### src/rtl/tcce_pkg.sv
// Constants and types of the three-channel capture edge front end
package tcce_pkg;
   localparam int   TCCE_CHANNELS      = 3;
   localparam int   TCCE_ADDR_W        = 8;
   localparam int   TCCE_DATA_W        = 32;
   localparam int   TCCE_REG_W         = 8;
   // Register indices as printed; byte address is four times the low six bits of the index
   localparam logic [7:0] TCCE_IDX_ENFLAG = 8'h92;
   localparam logic [7:0] TCCE_IDX_EDGE   = 8'h93;
   localparam logic [7:0] TCCE_IDX_FILT   = 8'h94;
   localparam logic [7:0] TCCE_IDX_IRQ_ST = 8'h98;
   localparam logic [7:0] TCCE_IDX_IRQ_MK = 8'h99;
   // Field positions
   localparam int   TCCE_EN_LSB        = 4;
   localparam int   TCCE_FLAG_LSB      = 0;
   localparam int   TCCE_FILT_LSB      = 4;
   localparam int   TCCE_SEL_W         = 2;
   localparam logic [7:0] TCCE_ENFLAG_MASK = 8'h77;
   localparam logic [7:0] TCCE_EDGE_MASK   = 8'h3f;
   localparam logic [7:0] TCCE_FILT_MASK   = 8'h70;
   localparam logic [7:0] TCCE_RST_BYTE    = 8'h00;
   localparam logic [31:0] TCCE_BAD_READ   = 32'h0000_0000;
   // Edge select codes
   localparam logic [1:0] TCCE_SEL_FALL    = 2'h0;
   localparam logic [1:0] TCCE_SEL_RISE    = 2'h1;
   localparam logic [1:0] TCCE_SEL_BOTH    = 2'h2;
   // Noise filter: input must hold this long before it is accepted
   localparam int   TCCE_CLK_PERIOD_NS = 4;
   localparam int   TCCE_FILT_TIME_NS  = 16;
   localparam int   TCCE_FILT_CYCLES   =
      (TCCE_FILT_TIME_NS + TCCE_CLK_PERIOD_NS - 1) / TCCE_CLK_PERIOD_NS;
   typedef enum logic [1:0] {TCCE_IDLE, TCCE_ACK} tcce_bus_type;
endpackage

### src/rtl/tcce_top.sv
// Three-channel capture edge detector with register file on Avalon-MM
module tcce_top #(
   parameter int FILT_CYCLES = tcce_pkg::TCCE_FILT_CYCLES
) (
   input  wire logic                            clock,
   input  wire logic                            sys_rst,
   input  wire logic [tcce_pkg::TCCE_ADDR_W-1:0] avs_address,
   input  wire logic                            avs_read,
   input  wire logic                            avs_write,
   input  wire logic [tcce_pkg::TCCE_DATA_W-1:0] avs_writedata,
   input  wire logic [3:0]                      avs_byteenable,
   output logic [tcce_pkg::TCCE_DATA_W-1:0]      avs_readdata,
   output logic                                 avs_waitrequest,
   output logic [1:0]                           avs_response,
   input  wire logic [tcce_pkg::TCCE_CHANNELS-1:0] capture_in,
   output logic [tcce_pkg::TCCE_CHANNELS-1:0]      capture_event,
   output logic                                 irq
);
   import tcce_pkg::*;
   localparam int N = TCCE_CHANNELS;

   function automatic logic hit(input logic [TCCE_ADDR_W-1:0] a, input logic [7:0] idx);
      hit = (a[TCCE_ADDR_W-1:2] == idx[TCCE_ADDR_W-3:0]) && (a[1:0] == 2'h0);
   endfunction

   // Registers
   logic [N-1:0]          enable_r;
   logic [N-1:0]          flag_r;
   logic [N-1:0]          flag_nxt;
   logic [2*N-1:0]        edge_sel_r;
   logic [N-1:0]          filt_on_r;
   logic [N-1:0]          irq_status_r;
   logic [N-1:0]          irq_status_nxt;
   logic [N-1:0]          irq_mask_r;
   logic [TCCE_DATA_W-1:0] rdata_r;
   logic                  resp_err_r;
   tcce_bus_type          bus_state_r;

   // Bus decode
   wire sel_enflag = hit(avs_address, TCCE_IDX_ENFLAG);
   wire sel_edge   = hit(avs_address, TCCE_IDX_EDGE);
   wire sel_filt   = hit(avs_address, TCCE_IDX_FILT);
   wire sel_irq_st = hit(avs_address, TCCE_IDX_IRQ_ST);
   wire sel_irq_mk = hit(avs_address, TCCE_IDX_IRQ_MK);
   wire mapped     = sel_enflag | sel_edge | sel_filt | sel_irq_st | sel_irq_mk;
   wire req        = avs_read | avs_write;
   // One wait state: request taken in idle, answered next cycle
   wire accept     = req && (bus_state_r == TCCE_IDLE);
   wire wr_low     = accept && avs_write && avs_byteenable[0];
   wire [7:0] wbyte = avs_writedata[7:0];

   wire [7:0] enflag_view = {1'b0, enable_r, 1'b0, flag_r};
   wire [7:0] edge_view   = {2'b00, edge_sel_r};
   wire [7:0] filt_view   = {1'b0, filt_on_r, 4'h0};
   wire [7:0] irq_st_view = {{(8-N){1'b0}}, irq_status_r};
   wire [7:0] irq_mk_view = {{(8-N){1'b0}}, irq_mask_r};
   wire [7:0] read_byte   = sel_enflag ? (enflag_view & TCCE_ENFLAG_MASK) :
                            sel_edge   ? (edge_view & TCCE_EDGE_MASK) :
                            sel_filt   ? (filt_view & TCCE_FILT_MASK) :
                            sel_irq_st ? irq_st_view :
                            sel_irq_mk ? irq_mk_view : TCCE_RST_BYTE;

   // Input path per channel
   logic [N-1:0] sync1_r;
   logic [N-1:0] sync2_r;
   logic [N-1:0] filtered;
   logic [N-1:0] chosen;
   logic [N-1:0] prev_r;
   logic [N-1:0] edge_hit;
   logic [N-1:0] event_r;

   genvar g;
   generate
      for (g = 0; g < N; g++) begin : g_chan
         wire [1:0] sel  = edge_sel_r[g*TCCE_SEL_W +: TCCE_SEL_W];
         wire       rise = chosen[g] & ~prev_r[g];
         wire       fall = ~chosen[g] & prev_r[g];
         tcce_filter #(.CYCLES(FILT_CYCLES)) u_filt (
            .clock     (clock),
            .sys_rst   (sys_rst),
            .sample_in (sync2_r[g]),
            .level_out (filtered[g])
         );
         assign chosen[g] = filt_on_r[g] ? filtered[g] : sync2_r[g];
         // Reserved code 11 detects nothing
         assign edge_hit[g] = enable_r[g] & (
                              (sel == TCCE_SEL_FALL & fall) |
                              (sel == TCCE_SEL_RISE & rise) |
                              (sel == TCCE_SEL_BOTH & (rise | fall)));
      end
   endgenerate

   // Set wins over a software clear in the same cycle
   wire [N-1:0] flag_wr_clr = (wr_low && sel_enflag) ?
                              ~wbyte[TCCE_FLAG_LSB +: N] : '0;
   wire [N-1:0] flag_wr_set = (wr_low && sel_enflag) ?
                              wbyte[TCCE_FLAG_LSB +: N] : '0;
   assign flag_nxt = edge_hit | flag_wr_set | (flag_r & ~flag_wr_clr);
   wire [N-1:0] st_clr = (wr_low && sel_irq_st) ? wbyte[N-1:0] : '0;
   assign irq_status_nxt = edge_hit | (irq_status_r & ~st_clr);

   assign capture_event   = event_r;
   assign irq             = |(irq_status_r & irq_mask_r);
   assign avs_readdata    = rdata_r;
   assign avs_waitrequest = req && (bus_state_r == TCCE_IDLE);
   assign avs_response    = resp_err_r ? 2'h2 : 2'h0;

   // Input synchroniser and edge history
   always_ff @(posedge clock or posedge sys_rst) begin
      if (sys_rst) begin
         sync1_r <= '0;
         sync2_r <= '0;
         prev_r  <= '0;
         event_r <= '0;
      end else begin
         sync1_r <= capture_in;
         sync2_r <= sync1_r;
         prev_r  <= chosen;
         event_r <= edge_hit;
      end
   end

   // Control registers
   always_ff @(posedge clock or posedge sys_rst) begin
      if (sys_rst) begin
         enable_r   <= '0;
         edge_sel_r <= '0;
         filt_on_r  <= '0;
         irq_mask_r <= '0;
      end else if (wr_low) begin
         if (sel_enflag) enable_r <= wbyte[TCCE_EN_LSB +: N];
         if (sel_edge) edge_sel_r <= wbyte[2*N-1:0];
         if (sel_filt) filt_on_r <= wbyte[TCCE_FILT_LSB +: N];
         if (sel_irq_mk) irq_mask_r <= wbyte[N-1:0];
      end
   end

   // Flags and interrupt status
   always_ff @(posedge clock or posedge sys_rst) begin
      if (sys_rst) begin
         flag_r       <= '0;
         irq_status_r <= '0;
      end else begin
         flag_r       <= flag_nxt;
         irq_status_r <= irq_status_nxt;
      end
   end

   // Bus answer
   always_ff @(posedge clock or posedge sys_rst) begin
      if (sys_rst) begin
         bus_state_r <= TCCE_IDLE;
         rdata_r     <= '0;
         resp_err_r  <= 1'b0;
      end else begin
         case (bus_state_r)
            TCCE_IDLE: begin
               if (accept) begin
                  bus_state_r <= TCCE_ACK;
                  rdata_r     <= mapped ? {24'h000000, read_byte} : TCCE_BAD_READ;
                  resp_err_r  <= ~mapped;
               end
            end
            TCCE_ACK: begin
               bus_state_r <= TCCE_IDLE;
            end
            default: begin
               bus_state_r <= TCCE_IDLE;
            end
         endcase
      end
   end
endmodule

### src/rtl/tcce_filter.sv
// Per-channel noise filter: passes a level once it has been stable long enough
module tcce_filter #(
   parameter int CYCLES = tcce_pkg::TCCE_FILT_CYCLES
) (
   input  wire logic clock,
   input  wire logic sys_rst,
   input  wire logic sample_in,
   output logic      level_out
);
   import tcce_pkg::*;
   localparam int CW = $clog2(CYCLES + 1);
   localparam logic [CW-1:0] LIMIT = CW'(CYCLES);
   localparam logic [CW-1:0] ONE   = CW'(1);
   logic [CW-1:0] count_r;
   logic [CW-1:0] count_nxt;
   logic          level_r;
   wire           differs = sample_in != level_r;
   wire           settled = differs && (count_r >= LIMIT - ONE);
   assign count_nxt = (!differs || settled) ? '0 : count_r + ONE;
   assign level_out = level_r;
   // A glitch shorter than the hold time restarts the count and is dropped
   always_ff @(posedge clock or posedge sys_rst) begin
      if (sys_rst) begin
         count_r <= '0;
         level_r <= 1'b0;
      end else begin
         count_r <= count_nxt;
         if (settled) level_r <= sample_in;
      end
   end
endmodule

### config.mk
export PLATFORM = sky130hd
export DESIGN_NAME = tcce_top
export DESIGN_NICKNAME = d
export VERILOG_FILES = /design/src/rtl/tcce_pkg.sv /design/src/rtl/tcce_top.sv /design/src/rtl/tcce_filter.sv
export SDC_FILE = /design/constraint.sdc
export NUM_CORES = 1
export LEC_CHECK = 0
export BUFFER_PORTS_ARGS = -buffer_cell sky130_fd_sc_hd__buf_2
export CORE_ASPECT_RATIO = 0.5
export CORE_UTILIZATION = 55
export CTS_CLUSTER_SIZE = 40
export DETAILED_ROUTE_END_ITERATION = 12
export GPL_TIMING_DRIVEN = 0
export PLACE_DENSITY = 0.84
export SYNTH_ARGS = -nofsm -noshare
export SYNTH_HDL_FRONTEND = slang
export SYNTH_SLANG_ARGS = --single-unit
### constraint.sdc
create_clock -name clock -period 2.48 [get_ports clock]
set_clock_uncertainty 0.1 [all_clocks]
set_input_delay 0.248 -clock clock [delete_from_list [all_inputs] [get_ports clock]]
set_output_delay 0.248 -clock clock [all_outputs]
set_load 0.005 [all_outputs]
==> impl_metrics.ini <==
[run_status]
outcome = complete, no violations

[timing]
relSlewSlack_pct = 61.7
whs_ns = 0.0663
final.setup.tns_ns = 0
maxSlewViolCount = 0
fin_crit_ns = 1.94
fin_ws_ns = 0.543
worst_slew_pin_slew_ns = 0.567
hold_viol = 0
finalCritPeriodShare_pct = 78.1
rsz0062_at_grt = false
setup_violations = 0
clock.fmax_mhz = 516

[floorplanning]
die_w_um = 103
initial_core_util_pct = 60.3
rows = 17
dieHeight_um = 52.4
core_area_um2 = 4640
ioPinCount = 90
fp.dieArea_um2 = 5390

[synthesis]
synth_cell_types = 46
synth_seq_cells = 54
syn-instance-count = 242
synth_top_cell_by_area = dfrtp_1
yosys-top-cells-area = dfrtp_1, mux2_2, buf_4, ha_1, inv_1
syn_area_um2 = 2800
ys_warn_count = 0
seq_area_frac_synth_pct = 48.3
synth_top_area_share_pct = 48.3
syn_area_per_cell_um2 = 11.6

[critical_path]
path_class = register to register
worstPathMaxFanout = 10
cp-end-kind = register
required_ns = 2.58
cp-start-kind = register
worstPathArrival_ns = 2.03

[final_layout]
syn_to_final_growth_pct = 17.4
insertedDiodeCount = 0
layout_common_cells = dfrtp_1, buf_2, buf_4
final-instance-count-excl-fill = 379
layout.nets = 376
multiInputGateArea_um2 = 1210
regArea_um2 = 1350
final_common_cell = dfrtp_1
drive_above_1_share_pct = 33.5
num-fill-cells = 326

[drt]
routedWlPerCell_um = 14.2
highest_layer = met4
drt-pass1-iter-count = 4
ant_nets = 0
route.vias.total = 2013
drc = 0
avgViaCountPerCell = 5.31
drt_wl_total_um = 5390
first_iter_violations = 116
routed-wl-met3_um = 459
wl_met1_um = 2290
wl_met2_um = 2530

[place]
dp_slack_ns = 0.423
dp_cells = 368
io_buffers = 34
hpwl_um = 4110
place.gp.congestion = 0.940

[global_routing]
grt_pass1_vias = 1945
grt_pass1_wl_um = 8830
grt_overflow = 0
grt_use_total_pct = 21.9
grt_max_degree = 38
antenna_found_initial = 0

[clock_network]
clock_latency_ns = 0.31
clockBufferDepth = 2
cts_setup_buffers = 0
h-tree-depth = 2
cts.sinks = 54
clkTransAtPathRegs_ns = 0.09
root_buffer = clkbuf_8
cts_buffers = 5
cts_tree = done

[pwr]
static-leakage-power_nw = 1.67
vdd_ir_drop_max_uv = 297
powerDensity_nw_per_um2 = 576

[min_path]
min-delay-path-class = input pin to register

[run]
cap_viol_max_count = 0
## layer usage
metal,track usage (%),vias to the layer above
li1,-,950
met1,26.7,954
met2,38.3,95
met3,4.67,14
met4,9.15,0
met5,0,-
## cells in the mapped netlist, drive strengths merged
cell type	n
a2111oi	3
a211oi	3
a221oi	6
a222oi	1
a22oi	4
a31oi	1
and2	1
and3	6
and3b	2
and4	1
and4b	1
and4bb	1
buf	33
clkbuf	3
conb	1
dfrtp	54
ha	12
inv	20
mux2	21
mux2i	5
nand2	11
nand4	7
nor2	12
nor2b	4
nor3	1
nor3b	2
nor4b	4
nor4bb	2
o21a	1
o21ai	2
o21bai	1
o221ai	3
o2bb2ai	3
o311ai	1
o31ai	2
o32a	1
or3	1
or4b	2
xor2	3
## registers in the layout, indices dropped and copies added (netlist names)
name	cells
flag_r	3
sync2_r	3
enable_r	3
g_chan.u_filt.count_r	9
filt_on_r	3
capture_event	3
avs_readdata	7
edge_sel_r	6
g_chan.u_filt.level_out	3
bus_state_r	1
resp_err_r	1
irq_status_r	3
sync1_r	3
irq_mask_r	3
prev_r	3
## power by group
group / switching (W) / leakage, nW / internal (W)
Sequential: 0.0000656 / 0.682 / 0.000971
Combinational: 0.000197 / 0.939 / 0.000183
Clock: 0.000283 / 0.0438 / 0.000190
Total: 0.000545 / 1.67 / 0.00134
## area by class of cell
type / count / share of cell area [%]
plain buffers: 36 / 7.66
flip-flops and latches: 54 / 41.2
well taps: 66 / 2.52
clock buffers: 5 / 2.10
multi-input cells: 157 / 36.9
repair buffers: 39 / 7.01
inverters: 20 / 2.29
clock inverters: 2 / 0.305
## critical path, stage by stage, from the launching register on
cell	delay (ns)
dfrtp_1	0.37
and3b_1	0.22
clkbuf_1	0.35
and4_1	0.25
buf_2	0.19
mux2_2	0.35
## per-stage QoR
stage,cell area [um^2],util (%),power (W)
after floorplan,2890,-,0.00132
after global placement,3140,67.8,0.00138
after detailed placement,3160,68.2,0.00143
after CTS,3280,70.8,0.00190
after global routing,3280,70.8,0.00200
final,3280,70.8,0.00189
## timing repair
item	4_1_cts	5_1_grt
resized for setup	0	0
endpoints found under the hold margin	20	0
hold buffers	4	0
setup endpoints to repair	0	0
## path summary, 6_finish.rpt
path / from / to / slack (ns) / cells past startpoint
worst max-delay path: bus_state_r[0] / edge_sel_r[5] / 0.54 / 5
min in group asynchronous: sys_rst / filt_on_r[2] / 0.37 / 3
max in group asynchronous: sys_rst / flag_r[1] / 1.38 / 4
worst min register to register: sync1_r[1] / sync2_r[1] / 0.26 / 0
worst max register to register: bus_state_r[0] / edge_sel_r[5] / 0.54 / 5
worst min-delay path: avs_writedata[3] / edge_sel_r[3] / 0.07 / 2
## kinds of logic (layout without fill, tap and decap cells)
family,count (synthesis),count (layout),share of synthesized area (%)
AO/OA/AOI/OAI,32,32,9.53
multiplexers,26,26,10.2
adder cells (fa/ha/maj),12,12,5.37
flip-flops,54,54,48.3
other,1,26,0.134
buffers and inverters,56,102,11.7
AND/OR/NAND/NOR,58,58,13.8
XOR/XNOR,3,3,0.940
Power figures use the tool's default switching activity.
